==> config.mk <==
export PLATFORM = sky130hd
export DESIGN_NAME = ccl_top
export DESIGN_NICKNAME = d
export VERILOG_FILES = /design/src/ccl_pkg.sv /design/src/ccl_top.sv
export SDC_FILE = /design/constraint.sdc
export NUM_CORES = 1
export LEC_CHECK = 0
export BUFFER_PORTS_ARGS = -buffer_cell sky130_fd_sc_hd__buf_2
export CAP_MARGIN = 20
export CORE_MARGIN = 4
export CORE_UTILIZATION = 53
export DETAILED_ROUTE_END_ITERATION = 6
export HOLD_SLACK_MARGIN = 0.03
export PLACE_DENSITY = 0.8
export SLEW_MARGIN = 20
export SYNTH_ARGS = -nofsm -noshare
export SYNTH_HDL_FRONTEND = slang
export SYNTH_SLANG_ARGS = --single-unit
export TNS_END_PERCENT = 5
==> constraint.sdc <==
create_clock -name mclk -period 2.4 [get_ports mclk]
set_clock_uncertainty 0.15 [all_clocks]
set_input_delay 0 -clock mclk [delete_from_list [all_inputs] [get_ports mclk]]
set_output_delay 0 -clock mclk [all_outputs]
set_load 0.01 [all_outputs]
==> src/ccl_pkg.sv <==
package ccl_pkg;

	localparam int ADDR_W = 8;
	localparam int DATA_W = 32;

	// Register byte addresses.
	localparam logic [ADDR_W-1:0] ADDR_CTRL_STATUS = 8'h50;
	localparam logic [ADDR_W-1:0] ADDR_CONV_CTRL_B = 8'h54;
	localparam logic [ADDR_W-1:0] ADDR_CONV_CTRL_A = 8'h58;
	localparam logic [ADDR_W-1:0] ADDR_CHAN_SEL    = 8'h5C;
	localparam logic [ADDR_W-1:0] ADDR_PIN_DISABLE = 8'h60;
	localparam logic [ADDR_W-1:0] ADDR_CORE_STATUS = 8'h64;
	localparam logic [ADDR_W-1:0] ADDR_IRQ_STATUS  = 8'h68;
	localparam logic [ADDR_W-1:0] ADDR_IRQ_ENABLE  = 8'h6C;
	localparam logic [ADDR_W-1:0] ADDR_IRQ_CLEAR   = 8'h70;

	// Field positions and widths in the control and status register and the other registers.
	localparam int BIT_POWER_OFF  = 7;
	localparam int BIT_BANDGAP    = 6;
	localparam int BIT_OUT_STATUS = 5;
	localparam int BIT_EVT_FLAG   = 4;
	localparam int BIT_IRQ_EN     = 3;
	localparam int BIT_CAPTURE    = 2;
	localparam int BIT_MODE_HI    = 1;
	localparam int BIT_MODE_LO    = 0;
	localparam int BIT_MUX_EN     = 6;
	localparam int BIT_CONV_ON    = 7;
	localparam int BIT_GLOBAL_IE  = 7;
	localparam int BIT_NEG_OFF    = 1;
	localparam int BIT_POS_OFF    = 0;
	localparam int BIT_CHAN_LO    = 0;
	localparam int CHAN_W         = 3;
	localparam int NUM_CHAN       = 8;
	localparam int NUM_IRQ        = 2;
	localparam int IRQ_EVENT      = 0;
	localparam int IRQ_EDGE       = 1;

	localparam logic [7:0] RESET_BYTE = 8'h00;
	localparam logic [1:0] RESP_OKAY  = 2'b00;
	localparam logic [1:0] RESP_SLVERR = 2'b10;

	// Interrupt event modes.
	typedef enum logic [1:0] {
		CCL_MODE_TOGGLE   = 2'b00,
		CCL_MODE_RESERVED = 2'b01,
		CCL_MODE_FALL     = 2'b10,
		CCL_MODE_RISE     = 2'b11
	} ccl_mode_t;

	// Analog side control bundle.
	typedef struct packed {
		logic             power_off;
		logic             pos_bandgap;
		logic             neg_from_mux;
		logic [CHAN_W-1:0] neg_channel;
		logic             neg_pin_input_off;
		logic             pos_pin_input_off;
	} ccl_analog_ctl_t;

	// Pin digital read bundle.
	typedef struct packed {
		logic negative_pin;
		logic positive_pin;
	} ccl_pin_pair_t;

endpackage : ccl_pkg

==> src/ccl_top.sv <==
// The AXI4-Lite interface to the registers was decided locally.
`timescale 1ns/10ps
`default_nettype none
module ccl_top (
	input  wire logic                  mclk,          // System clock, 25 MHz.
	input  wire logic                  rst_n,         // Async reset, active low.
	input  wire logic                  clk_en,        // Freezes all state when low.
	input  wire logic [ccl_pkg::ADDR_W-1:0] s_axi_awaddr,  // Write address.
	input  wire logic                  s_axi_awvalid, // Write address valid.
	output logic                       s_axi_awready, // Write address ready.
	input  wire logic [ccl_pkg::DATA_W-1:0] s_axi_wdata,   // Write data.
	input  wire logic [3:0]            s_axi_wstrb,   // Write strobes.
	input  wire logic                  s_axi_wvalid,  // Write data valid.
	output logic                       s_axi_wready,  // Write data ready.
	output logic [1:0]                 s_axi_bresp,   // Write response.
	output logic                       s_axi_bvalid,  // Write response valid.
	input  wire logic                  s_axi_bready,  // Write response ready.
	input  wire logic [ccl_pkg::ADDR_W-1:0] s_axi_araddr,  // Read address.
	input  wire logic                  s_axi_arvalid, // Read address valid.
	output logic                       s_axi_arready, // Read address ready.
	output logic [ccl_pkg::DATA_W-1:0] s_axi_rdata,   // Read data.
	output logic [1:0]                 s_axi_rresp,   // Read response.
	output logic                       s_axi_rvalid,  // Read valid.
	input  wire logic                  s_axi_rready,  // Read ready.
	input  wire logic                  cmp_raw,       // Raw comparator result.
	input  wire logic                  vector_ack,    // Vector taken, one pulse.
	input  wire ccl_pkg::ccl_pin_pair_t pin_raw,      // Digital pin levels.
	output ccl_pkg::ccl_pin_pair_t     pin_read,      // Gated pin read bits.
	output ccl_pkg::ccl_analog_ctl_t   analog_ctl,    // Analog controls.
	output logic                       capture_in,    // To capture front end.
	output logic                       cmp_irq,       // Comparator irq request.
	output logic                       irq            // Status-register irq.
);
	import ccl_pkg::*;

	// Register bytes, status flags and comparator sync state.
	logic [7:0] ctrl;
	logic [7:0] conv_b;
	logic [7:0] conv_a;
	logic [7:0] chan_sel;
	logic [1:0] pin_off;
	logic [7:0] core_status;
	logic [NUM_IRQ-1:0] irq_status;
	logic [NUM_IRQ-1:0] irq_enable;
	logic       evt_flag;
	logic       sync_meta;
	logic       sync_out;
	logic       prev_out;

	// Write channel holding registers.
	logic                  aw_held;
	logic                  w_held;
	logic [ADDR_W-1:0]     aw_addr;
	logic [DATA_W-1:0]     w_data;
	logic [3:0]            w_strb;

	// Decodes a byte address to a known register.
	function automatic logic is_mapped(input logic [ADDR_W-1:0] a);
		is_mapped = (a == ADDR_CTRL_STATUS) || (a == ADDR_CONV_CTRL_B) ||
			(a == ADDR_CONV_CTRL_A) || (a == ADDR_CHAN_SEL) ||
			(a == ADDR_PIN_DISABLE) || (a == ADDR_CORE_STATUS) ||
			(a == ADDR_IRQ_STATUS) || (a == ADDR_IRQ_ENABLE) ||
			(a == ADDR_IRQ_CLEAR);
	endfunction : is_mapped

	// Write happens when both halves are held and no response is pending.
	wire       wr_fire  = aw_held && w_held && !s_axi_bvalid;
	wire       wr_lane0 = wr_fire && w_strb[0];
	wire [7:0] wbyte    = w_data[7:0];
	wire       wr_ctrl  = wr_lane0 && (aw_addr == ADDR_CTRL_STATUS);
	wire       wr_convb = wr_lane0 && (aw_addr == ADDR_CONV_CTRL_B);
	wire       wr_conva = wr_lane0 && (aw_addr == ADDR_CONV_CTRL_A);
	wire       wr_chan  = wr_lane0 && (aw_addr == ADDR_CHAN_SEL);
	wire       wr_pin   = wr_lane0 && (aw_addr == ADDR_PIN_DISABLE);
	wire       wr_core  = wr_lane0 && (aw_addr == ADDR_CORE_STATUS);
	wire       wr_ien   = wr_lane0 && (aw_addr == ADDR_IRQ_ENABLE);
	wire       wr_iclr  = wr_lane0 && (aw_addr == ADDR_IRQ_CLEAR);

	// Mode decode and edge classification.
	wire ccl_mode_t mode = ccl_mode_t'(ctrl[BIT_MODE_HI:BIT_MODE_LO]);
	wire rise   = sync_out && !prev_out;
	wire fall   = !sync_out && prev_out;
	wire toggle = sync_out ^ prev_out;
	logic evt_hit;

	always_comb begin
		unique case (mode)
			CCL_MODE_TOGGLE:   evt_hit = toggle;
			CCL_MODE_RESERVED: evt_hit = 1'b0;
			CCL_MODE_FALL:     evt_hit = fall;
			CCL_MODE_RISE:     evt_hit = rise;
		endcase
	end

	// Flag clear sources; the hardware set wins over either clear.
	wire flag_clr = vector_ack || (wr_ctrl && wbyte[BIT_EVT_FLAG]);
	wire [NUM_IRQ-1:0] irq_evt = {toggle, evt_hit};
	wire [NUM_IRQ-1:0] irq_clr = wr_iclr ? wbyte[NUM_IRQ-1:0] : '0;

	wire neg_mux = conv_b[BIT_MUX_EN] && !conv_a[BIT_CONV_ON];

	// Read data decode.
	logic [7:0] ctrl_rd;
	always_comb begin
		ctrl_rd = ctrl;
		ctrl_rd[BIT_OUT_STATUS] = sync_out;
		ctrl_rd[BIT_EVT_FLAG] = evt_flag;
	end
	logic [7:0] rd_byte;
	always_comb begin
		rd_byte = RESET_BYTE;
		unique case (s_axi_araddr)
			ADDR_CTRL_STATUS: rd_byte = ctrl_rd;
			ADDR_CONV_CTRL_B: rd_byte = conv_b;
			ADDR_CONV_CTRL_A: rd_byte = conv_a;
			ADDR_CHAN_SEL:    rd_byte = chan_sel;
			ADDR_PIN_DISABLE: rd_byte = {6'h00, pin_off};
			ADDR_CORE_STATUS: rd_byte = core_status;
			ADDR_IRQ_STATUS:  rd_byte = {6'h00, irq_status};
			ADDR_IRQ_ENABLE:  rd_byte = {6'h00, irq_enable};
			default:          rd_byte = RESET_BYTE;
		endcase
	end

	// Write address and data capture, in either order.
	always_ff @(posedge mclk or negedge rst_n) begin
		if (!rst_n) begin
			aw_held       <= 1'b0;
			w_held        <= 1'b0;
			aw_addr       <= '0;
			w_data        <= '0;
			w_strb        <= '0;
			s_axi_awready <= 1'b0;
			s_axi_wready  <= 1'b0;
		end else if (clk_en) begin
			s_axi_awready <= !aw_held && !s_axi_awready && s_axi_awvalid;
			s_axi_wready  <= !w_held && !s_axi_wready && s_axi_wvalid;
			if (s_axi_awvalid && s_axi_awready) begin
				aw_held <= 1'b1;
				aw_addr <= s_axi_awaddr;
			end else if (wr_fire) begin
				aw_held <= 1'b0;
			end
			if (s_axi_wvalid && s_axi_wready) begin
				w_held <= 1'b1;
				w_data <= s_axi_wdata;
				w_strb <= s_axi_wstrb;
			end else if (wr_fire) begin
				w_held <= 1'b0;
			end
		end
	end

	// Write response.
	always_ff @(posedge mclk or negedge rst_n) begin
		if (!rst_n) begin
			s_axi_bvalid <= 1'b0;
			s_axi_bresp  <= RESP_OKAY;
		end else if (clk_en) begin
			if (wr_fire) begin
				s_axi_bvalid <= 1'b1;
				s_axi_bresp  <= is_mapped(aw_addr) ? RESP_OKAY : RESP_SLVERR;
			end else if (s_axi_bready) begin
				s_axi_bvalid <= 1'b0;
			end
		end
	end

	// Read channel: answer one cycle after the address is taken.
	always_ff @(posedge mclk or negedge rst_n) begin
		if (!rst_n) begin
			s_axi_arready <= 1'b0;
			s_axi_rvalid  <= 1'b0;
			s_axi_rdata   <= '0;
			s_axi_rresp   <= RESP_OKAY;
		end else if (clk_en) begin
			s_axi_arready <= !s_axi_arready && !s_axi_rvalid && s_axi_arvalid;
			if (s_axi_arvalid && s_axi_arready) begin
				s_axi_rvalid <= 1'b1;
				s_axi_rdata  <= {24'h000000, rd_byte};
				s_axi_rresp  <= is_mapped(s_axi_araddr) ? RESP_OKAY : RESP_SLVERR;
			end else if (s_axi_rready) begin
				s_axi_rvalid <= 1'b0;
			end
		end
	end

	// Software control registers.
	always_ff @(posedge mclk or negedge rst_n) begin
		if (!rst_n) begin
			ctrl        <= RESET_BYTE;
			conv_b      <= RESET_BYTE;
			conv_a      <= RESET_BYTE;
			chan_sel    <= RESET_BYTE;
			pin_off     <= '0;
			core_status <= RESET_BYTE;
			irq_enable  <= '0;
		end else if (clk_en) begin
			if (wr_ctrl) ctrl <= wbyte;
			if (wr_convb) conv_b <= wbyte;
			if (wr_conva) conv_a <= wbyte;
			if (wr_chan) chan_sel <= wbyte;
			if (wr_pin) pin_off <= wbyte[BIT_NEG_OFF:BIT_POS_OFF];
			if (wr_core) core_status <= wbyte;
			if (wr_ien) irq_enable <= wbyte[NUM_IRQ-1:0];
		end
	end

	always_ff @(posedge mclk or negedge rst_n) begin
		if (!rst_n) begin
			sync_meta <= 1'b0;
			sync_out  <= 1'b0;
			prev_out  <= 1'b0;
		end else if (clk_en) begin
			sync_meta <= cmp_raw;
			sync_out  <= sync_meta;
			prev_out  <= sync_out;
		end
	end

	// event flag set, set beats clear
	always_ff @(posedge mclk or negedge rst_n) begin
		if (!rst_n) begin
			evt_flag <= 1'b0;
		end else if (clk_en) begin
			if (evt_hit) evt_flag <= 1'b1;
			else if (flag_clr) evt_flag <= 1'b0;
		end
	end

	// Sticky status bits, set winning over clear.
	genvar gi;
	generate
		for (gi = 0; gi < NUM_IRQ; gi++) begin : g_irq
			always_ff @(posedge mclk or negedge rst_n) begin
				if (!rst_n) begin
					irq_status[gi] <= 1'b0;
				end else if (clk_en) begin
					if (irq_evt[gi]) irq_status[gi] <= 1'b1;
					else if (irq_clr[gi]) irq_status[gi] <= 1'b0;
				end
			end
		end
	endgenerate

	// Registered outputs toward analog core, pins, capture and cpu.
	always_ff @(posedge mclk or negedge rst_n) begin
		if (!rst_n) begin
			analog_ctl <= '0;
			pin_read   <= '0;
			capture_in <= 1'b0;
			cmp_irq    <= 1'b0;
			irq        <= 1'b0;
		end else if (clk_en) begin
			analog_ctl.power_off    <= ctrl[BIT_POWER_OFF];
			analog_ctl.pos_bandgap  <= ctrl[BIT_BANDGAP];
			analog_ctl.neg_from_mux <= neg_mux;
			analog_ctl.neg_channel  <= chan_sel[BIT_CHAN_LO +: CHAN_W];
			analog_ctl.neg_pin_input_off <= pin_off[BIT_NEG_OFF];
			analog_ctl.pos_pin_input_off <= pin_off[BIT_POS_OFF];
			pin_read.negative_pin <= pin_raw.negative_pin && !pin_off[BIT_NEG_OFF];
			pin_read.positive_pin <= pin_raw.positive_pin && !pin_off[BIT_POS_OFF];
			capture_in <= ctrl[BIT_CAPTURE] && sync_out;
			cmp_irq <= evt_flag && ctrl[BIT_IRQ_EN] && core_status[BIT_GLOBAL_IE];
			irq     <= |(irq_status & irq_enable);
		end
	end

endmodule : ccl_top
`default_nettype wire

# --- Word level (Yosys, flattened, before mapping) ---
# Cells that the tools add are included.
classes:
  reduce_logical: 85
  n_bitwise: 2
  n_lt_le_gt_ge: 0
  n_eq_ne: 21
  n_mux: 18
  n_div: 0
  shift: 0
  n_addsub: 0
  mul: 0
ops:
  columns: ["cell", "n"]
  rows:
  - ["equality test 8 x 7 -> 1 bit (second input constant)", 18]
  - ["one-hot mux 8 bit (8 select lines)", 1]
  - ["AND reduction 2 bit", 18]
  - ["logical AND 1 bit", 29]
  - ["logical OR 1 bit", 17]
  - ["nonzero test 2 bit", 7]
  - ["two-way mux 1 bit", 13]
  - ["logical NOT 1 bit", 12]
  - ["two-way mux 2 bit", 3]
  - ["equality test 2 bit (second input constant)", 2]
  - ["one-hot mux 1 bit (4 select lines)", 1]
  - ["AND 2 bit", 1]
  - ["equality test 2 x 1 -> 1 bit (second input constant)", 1]
  - ["logical NOT 2 bit", 1]
  - ["OR reduction 2 bit", 1]
  - ["bitwise XOR 1 bit", 1]
totals:
  latch_bits: 0
  reg_bits: 99
  n_memories: 0
  mem_bits_ro: 0
  ramBits: 0

# --- Depth between registers and ports, before layout ---
# Gate-level depths: netlist (run 1).
logic_depth:
  depth_word: 10
  mapped_depth: 6
  depth_no_buf: 6

# --- Least setup slack after synthesis (run 1) ---
# Ideal clock, no wire load.
synth_timing:
  kind: "reg2reg"
  from: "register aw_addr[5]"
  to: "register conv_a[0]"
  slack_ns: 0.625
  synth_period_minus_slack_ns: 1.775
  t_required_ns: 2.125
  arrival_time_ns: 1.500
  path_stages_with_launch: 5
  cell_sequence: "dfrtp_1 > and4bb_4 > nand3_4 > nor3_4 > mux2_2"
synth_between:
  elab_chain_cells: 3
synth_rtl:
  columns: ["item", "line", "rtl"]
  rows:
  - ["start: declaration", "ccl_top.sv:53", "logic [ADDR_W-1:0] aw_addr;"]
  - ["start signal: assignment", "ccl_top.sv:140", "aw_addr <= s_axi_awaddr;"]
  - ["equality test 8 x 7 -> 1 bit", "ccl_top.sv:72", "wire wr_conva = wr_lane0 && (aw_addr == ADDR_CONV_CTRL_A);"]
  - ["logical AND 1 bit", "ccl_top.sv:72", null]
  - ["AND reduction 2 bit (no source line)", null, null]
  - ["end signal: assignment", "ccl_top.sv:201", "if (wr_conva) conv_a <= wbyte;"]
  - ["end: declaration", "ccl_top.sv:39", "logic [7:0] conv_a;"]
# No other way between the ends.
# A chain may end at the register's enable or synchronous reset.

# --- Worst setup path after layout (run 1) ---
layout_timing:
  from: "input s_axi_araddr[7] (netlist name)"
  to: "register s_axi_rresp[1]"
layout_between:
  elab_chain_cells: 10
  elab_cells_between_ends: 18
  classes_between: "eq/ne: 9; mux: 1; reduce/logical: 8"
layout_rtl:
  columns: ["item", "line", "rtl"]
  rows:
  - ["start: declaration", "ccl_top.sv:18", "input wire logic [ccl_pkg::ADDR_W-1:0] s_axi_araddr,"]
  - ["equality test 8 x 7 -> 1 bit", "ccl_top.sv:59", "is_mapped = (a == ADDR_CTRL_STATUS) || (a == ADDR_CONV_CTRL_B) ||"]
  - ["logical OR 1 bit (2 in series)", "ccl_top.sv:59", null]
  - ["logical OR 1 bit (2 in series)", "ccl_top.sv:60", "(a == ADDR_CONV_CTRL_A) || (a == ADDR_CHAN_SEL) ||"]
  - ["logical OR 1 bit (2 in series)", "ccl_top.sv:61", "(a == ADDR_PIN_DISABLE) || (a == ADDR_CORE_STATUS) ||"]
  - ["logical OR 1 bit", "ccl_top.sv:62", "(a == ADDR_IRQ_STATUS) || (a == ADDR_IRQ_ENABLE) ||"]
  - ["logical OR 1 bit *", "ccl_top.sv:62", null]
  - ["two-way mux 2 bit *", "ccl_top.sv:181", "s_axi_rresp <= is_mapped(s_axi_araddr) ? RESP_OKAY : RESP_SLVERR;"]
  - ["end signal: assignment", "ccl_top.sv:181", null]
  - ["end: declaration", "ccl_top.sv:22", "output logic [1:0] s_axi_rresp,"]
# Mark *: on every way between the ends. The rest lies on a longest branch, timed or not.

==> results of run 1 <==
## cell type report
type | count | share of cell area
flip-flops and latches | 95 | 0.435
multi-input cells | 241 | 0.346
repair buffers | 115 | 0.152
clock buffers | 12 | 0.0265
well taps | 105 | 0.0240
inverters | 13 | 0.00892
clock inverters | 4 | 0.00824
## repair_timing
action	4_1_cts	5_1_grt
hold buffers	45	0
setup endpoints to repair	0	0
endpoints found under the hold margin	134	0
## through the flow
step	power [uW]	utilization	std cells
floorplan	2540	-	387
global placement	2730	0.588	524
detailed placement	2770	0.588	524
CTS	3860	0.666	585
global route	4070	0.666	585
finish	3870	0.666	585
## critical path: cells and delay by family
family,cells,cell delay (ns)
buffers and inverters,4,1.81
and+or+nand+nor,3,0.26
AOI/OAI and AO/OA,1,0.22
## how the worst max path moves through the flow
| stage | startpoint | end | cells after the start |
|---|---|---|---|
| floorplan | aw_addr[5]$_DFFE_PN0P_ | conv_a[0]$_DFFE_PN0P_ | 4 |
| global placement | aw_addr[1]$_DFFE_PN0P_ | core_status[3]$_DFFE_PN0P_ | 4 |
| detailed placement | aw_addr[1]$_DFFE_PN0P_ | core_status[0]$_DFFE_PN0P_ | 4 |
| CTS | s_axi_araddr[7] | s_axi_rresp[1]$_DFFE_PN0P_ | 8 |
| global route | s_axi_araddr[7] | s_axi_rresp[1]$_DFFE_PN0P_ | 8 |
| finish | s_axi_araddr[7] | s_axi_rresp[1]$_DFFE_PN0P_ | 8 |
## logic make-up after synthesis
group	synth area share
flops	0.531
buf+inv	0.0671
other cells	0.000838
compound gates	0.0694
simple gates	0.120
fa+ha+maj	0.00559
mux	0.206
## cells in the final DEF, fill, tap and decap left out, types with 2 or more instances in the layout
cell | synthesis | final
dlygate4sd3_1 | 0 | 45
nand4b_1 | 2 | 2
nor3_4 | 3 | 3
nor2b_1 | 5 | 5
nand3b_1 | 5 | 5
nand2_1 | 28 | 28
buf_4 | 27 | 6
o22a_1 | 2 | 2
a22oi_1 | 4 | 4
dfrtp_1 | 95 | 95
nand4_1 | 3 | 3
clkbuf_1 | 3 | 2
o21ai_0 | 24 | 24
inv_1 | 13 | 13
ha_1 | 2 | 2
mux4_2 | 5 | 5
mux2i_1 | 3 | 3
mux2_2 | 69 | 69
a21oi_1 | 2 | 2
o211ai_1 | 2 | 2
nor4bb_1 | 2 | 2
nor4_1 | 2 | 2
nor2_1 | 12 | 12
buf_2 | 6 | 63
a32oi_1 | 6 | 6
conb_1 | 1 | 26
and3b_1 | 2 | 2
nand3_1 | 12 | 12
clkbuf_8 | 0 | 10
clkinv_2 | 0 | 3
and3_1 | 3 | 3
## flip-flops by register name, summed over array words and instances (netlist names), 2 cells and up
register / count
conv_b: 8
chan_sel: 8
pin_off: 2
irq_enable: 2
core_status: 8
irq_status: 2
conv_a: 8
ctrl: 6
aw_addr: 8
w_data: 8
pin_read: 2
s_axi_rdata: 8
analog_ctl: 8
## per-layer routing
metal / track usage / vias up / wire length [um]
li1: - / 1472 / -
met1: 0.267 / 1586 / 4070
met2: 0.343 / 119 / 4700
met3: 0.0341 / 15 / 582
met4: 0.0672 / 0 / 178
met5: 0 / - / 0
## power by group through the flow
stage / registers, uW / logic, uW / clock network [uW]
2_1_floorplan: 2060 / 481 / 0
5_1_grt: 2180 / 773 / 1120
6_report: 2140 / 696 / 1040
3_3_place_gp: 2140 / 596 / 0
4_1_cts: 2120 / 689 / 1050
3_5_place_dp: 2160 / 618 / 0
==> results.cfg, run 1 <==
[timing]
fin_crit_ns = 2.20
slew_viol_final = 0
fin_hold_ws_ns = 0.188
hold_violations = 0
finalWorstSetupSlack_ns = 0.200
maxSlewHeadroom = 0.563
worst_pin_slew_ns = 0.654
rsz0062_at_grt = no
setup_viol = 0
finalSetupTns_ns = 0
layout_worst_path_cycle_share = 0.917
max_freq_mhz = 454

[global_route]
grt_use_total = 0.203
grt_antenna_before_repair = 0
overflow = 0
grt_max_degree = 53
grt_pass1_wl_mm = 15.9
grt_pass1_vias = 3195

[layout]
fillers = 605
finalNetCount = 541
syn_to_final_growth_pct = 22.2
regArea_mm2 = 0.00238
num_antenna_cells = 0
multi_input_area_mm2 = 0.00189
drive_above_1_share = 0.354
stdcell_area_mm2 = 0.00547

[clock_tree]
postCtsSetupBuffers = 0
cts_buffers = 9
ctsResizeCount = 0
cts_tree = built
numClockSinks = 95
h-tree-depth = 3
clkLatencyLatePin_ns = 0.36
clk_path_buf_depth = 2
clk_pin_slew_ns = 0.08
root_buffer = clkbuf_8

[floorplan]
dieArea_mm2 = 0.00998
start_util = 0.545
ios = 118
rows = 33
die_w_um = 99.9
die_h_um = 99.9
core_mm2 = 0.00822

[placement]
dp_worst_setup_slack_ns = 0.426
portBuffers = 64
gp_congestion = 0.807
place_area_mm2 = 0.00483
dpl.hpwl_mm = 6.36

[critical_path]
r2r-end = s_axi_awready$_DFFE_PN0P_
r2r_start = s_axi_awready$_DFFE_PN0P_
crit_path_max_incr_delay_ns = 0.59
reg2reg_depth = 5
required_ns = 2.51
path_max_fanout = 3
worstPathCellList = dlygate4sd3_1 -> buf_2 -> nor2b_1 -> nand3_1 -> dlygate4sd3_1 -> o41ai_1 -> dlygate4sd3_1 -> nor2_1
cp_common_cell = dlygate4sd3_1
critPathLaunchType = input port
crit_slowest_cell = dlygate4sd3_1
crit_arrival_ns = 2.31
rrSetupSlack_ns = 0.35
criticalPathCategory = in2reg
worst_setup_path_end_kind = register

[synthesis]
syn_area_per_cell_um2 = 12.4
yosysWarnings = 0
syn-instance-count = 362
synth_largest_area_cell = dfrtp_1
ys_async_sr_fraction = 1.00
synthDistinctLibCells = 46
synth.area.top_cells = dfrtp_1 53%, mux2_2 17%, buf_4 4.5%, o21ai_0 2.7%, mux4_2 2.5%
ys_seq_area_frac = 0.531
synth_commonest_cells = 95 x dfrtp_1, 69 x mux2_2, 28 x nand2_1
synth_ff_type = dfrtp_1
yosys_register_bits = 95
synth.cell_area_mm2 = 0.00447
synth-edff-count = 0
yosysMostFrequentCell = dfrtp_1
synth_top_area_share = 0.531

[power_and_ir_drop]
combinationalPowerShare = 0.180
clkPwrFrac = 0.269
ir_drop_mv = 0.461
switching_power_uw = 1170
p_leak_uw = 0.00267
p_seq_frac = 0.552
powerDensity_mw_per_mm2 = 708
swShare = 0.301
internal-power_uw = 2710

[worst_hold_path]
hp-start = s_axi_araddr[6]
holdPathEnd = s_axi_rdata[4]$_DFFE_PN0P_
hold_class = in2reg
holdPathStages = 5

[detailed_routing]
drt-total-wl_mm = 9.53
first_pass_iters = 5
vias_per_cell = 5.46
drc = 0
avgRoutedWirePerCell_um = 16.3
dr_total_vias = 3192
final_antenna_net_count = 0
drt_iter0_markers = 168

[outcome]
status = finished, final reports clean

[run]
cap_violations = 0
Power figures use the tool's default switching activity.
==> run 2: changes to the inputs <==
CORE_MARGIN = default   (was 4)
==> results.cfg, run 2 (synthesis gave the netlist of run 1 again) <==
[critical_path]
path_delay_family = buffers and inverters
criticalPathCategory = in2reg
worstPathCellList = dlygate4sd3_1 -> buf_2 -> nor2b_1 -> nand3_1 -> dlygate4sd3_1 -> o41ai_1 -> dlygate4sd3_1 -> nor2_1
worst_setup_path_end_kind = register
crit_arrival_ns = 2.36
required_ns = 2.50
crit_path_max_incr_delay_ns = 0.61
cp_common_cell = dlygate4sd3_1
critPathLaunchType = input port
crit_buf_inv = 4
crit_slowest_cell = dlygate4sd3_1
path_max_fanout = 3

[power_and_ir_drop]
clkPwrFrac = 0.285
combinationalPowerShare = 0.174
p_leak_uw = 0.00265
ir_drop_mv = 0.515
internal-power_uw = 2810
p_seq_frac = 0.541
switching_power_uw = 1150
swShare = 0.290
powerDensity_mw_per_mm2 = 728

[layout]
layout_commonest_cell = dfrtp_1
fillers = 601
final_util = 0.666
drive_above_1_share = 0.357
num_antenna_cells = 0
finalNetCount = 536
layout_common_cells = 95 x dfrtp_1, 69 x mux2_2, 63 x buf_2, 40 x dlygate4sd3_1, 28 x nand2_1
syn_to_final_growth_pct = 21.6

[detailed_routing]
drt_iter0_markers = 180
avgRoutedWirePerCell_um = 15.8
drt-total-wl_mm = 9.17
final_antenna_net_count = 0
dr_total_vias = 3174
first_pass_iters = 4
vias_per_cell = 5.48
drc = 0

[timing]
finalSetupTns_ns = 0
setup_viol = 0
rsz0062_at_grt = no
hold_violations = 0
layout_worst_path_cycle_share = 0.940
max_freq_mhz = 443
worst_pin_slew_ns = 0.688
fin_crit_ns = 2.26
slew_viol_final = 0
maxSlewHeadroom = 0.540

[clock_tree]
cts_hold_buf = 40
numClockSinks = 95
clk_path_buf_depth = 2
h-tree-depth = 3
cts_tree = built
clk_pin_slew_ns = 0.09
root_buffer = clkbuf_8
postCtsSetupBuffers = 0
cts_buffers = 9
clkLatencyLatePin_ns = 0.35
ctsResizeCount = 0

[outcome]
status = finished, final reports clean

[worst_hold_path]
hold_class = in2async

[global_route]
overflow = 0
grt_pass1_wl_mm = 15.4
grt_max_degree = 52
grt_pass1_vias = 3151
grt_use_total = 0.229
grt_antenna_before_repair = 0

[placement]
dpl.hpwl_mm = 6.22
portBuffers = 64
gp_congestion = 0.860

[floorplan]
die_h_um = 93.9
dieArea_mm2 = 0.00881
start_util = 0.547
rows = 33
ios = 118
core_mm2 = 0.00818
die_w_um = 93.9

[run]
cap_violations = 0
-- run 2: final timing paths --
check / startpoint / endpoint / slack [ns] / cells after the start
max in group asynchronous: rst_n / aw_held$_DFFE_PN0P_ / 1.41 / 3
min in group mclk: s_axi_araddr[6] / s_axi_rdata[2]$_DFFE_PN0P_ / 0.04 / 4
hold reg to reg: s_axi_rdata[1]$_DFFE_PN0P_ / s_axi_rdata[1]$_DFFE_PN0P_ / 0.33 / 2
hold / removal: rst_n / capture_in$_DFFE_PN0P_ / 0.03 / 2
setup / recovery: s_axi_araddr[7] / s_axi_rresp[1]$_DFFE_PN0P_ / 0.14 / 8
setup reg to reg: w_held$_DFFE_PN0P_ / s_axi_wready$_DFFE_PN0P_ / 0.34 / 5
-- run 2: layer usage --
metal | routed length [um] | track usage | up-vias
li1 | - | - | 1462
met1 | 4200 | 0.311 | 1589
met2 | 4390 | 0.367 | 109
met3 | 388 | 0.0421 | 14
met4 | 184 | 0.0833 | 0
met5 | 0 | 0 | -
-- run 2: power groups by stage --
| stage | combinational (uW) | clock (uW) | sequential [uW] |
|---|---|---|---|
| after floorplan | 481 | 0 | 2060 |
| after global placement | 594 | 0 | 2140 |
| after detailed placement | 624 | 0 | 2160 |
| after CTS | 689 | 1140 | 2130 |
| after global routing | 772 | 1210 | 2180 |
| final | 688 | 1130 | 2140 |
-- run 2: stage by stage --
stage                     worst slack (ns)  std cells  instance area, um^2  hold WS [ns]  power [uW]
final                                0.144        579                 5440        0.0283        3960
after global routing                 0.105        579                 5440        0.0499        4160
after CTS                            0.152        579                 5440        0.0413        3960
after detailed placement             0.373        524                 4830        -0.116        2780
after global placement               0.428        524                 4830        -0.120        2730
after floorplan                      0.625        387                 4570        -0.446        2540
-- run 2: area by class of cell --
class                           instances  area (um^2)  area share
Sequential cell                        95         2380       0.437
Multi-Input combinational cell        241         1890       0.347
Clock buffer                           12          145      0.0267
Tap cell                              105          131      0.0241
Timing Repair Buffer                  110          781       0.143
Inverter                               13         48.8     0.00897
Clock inverter                          3         67.6      0.0124
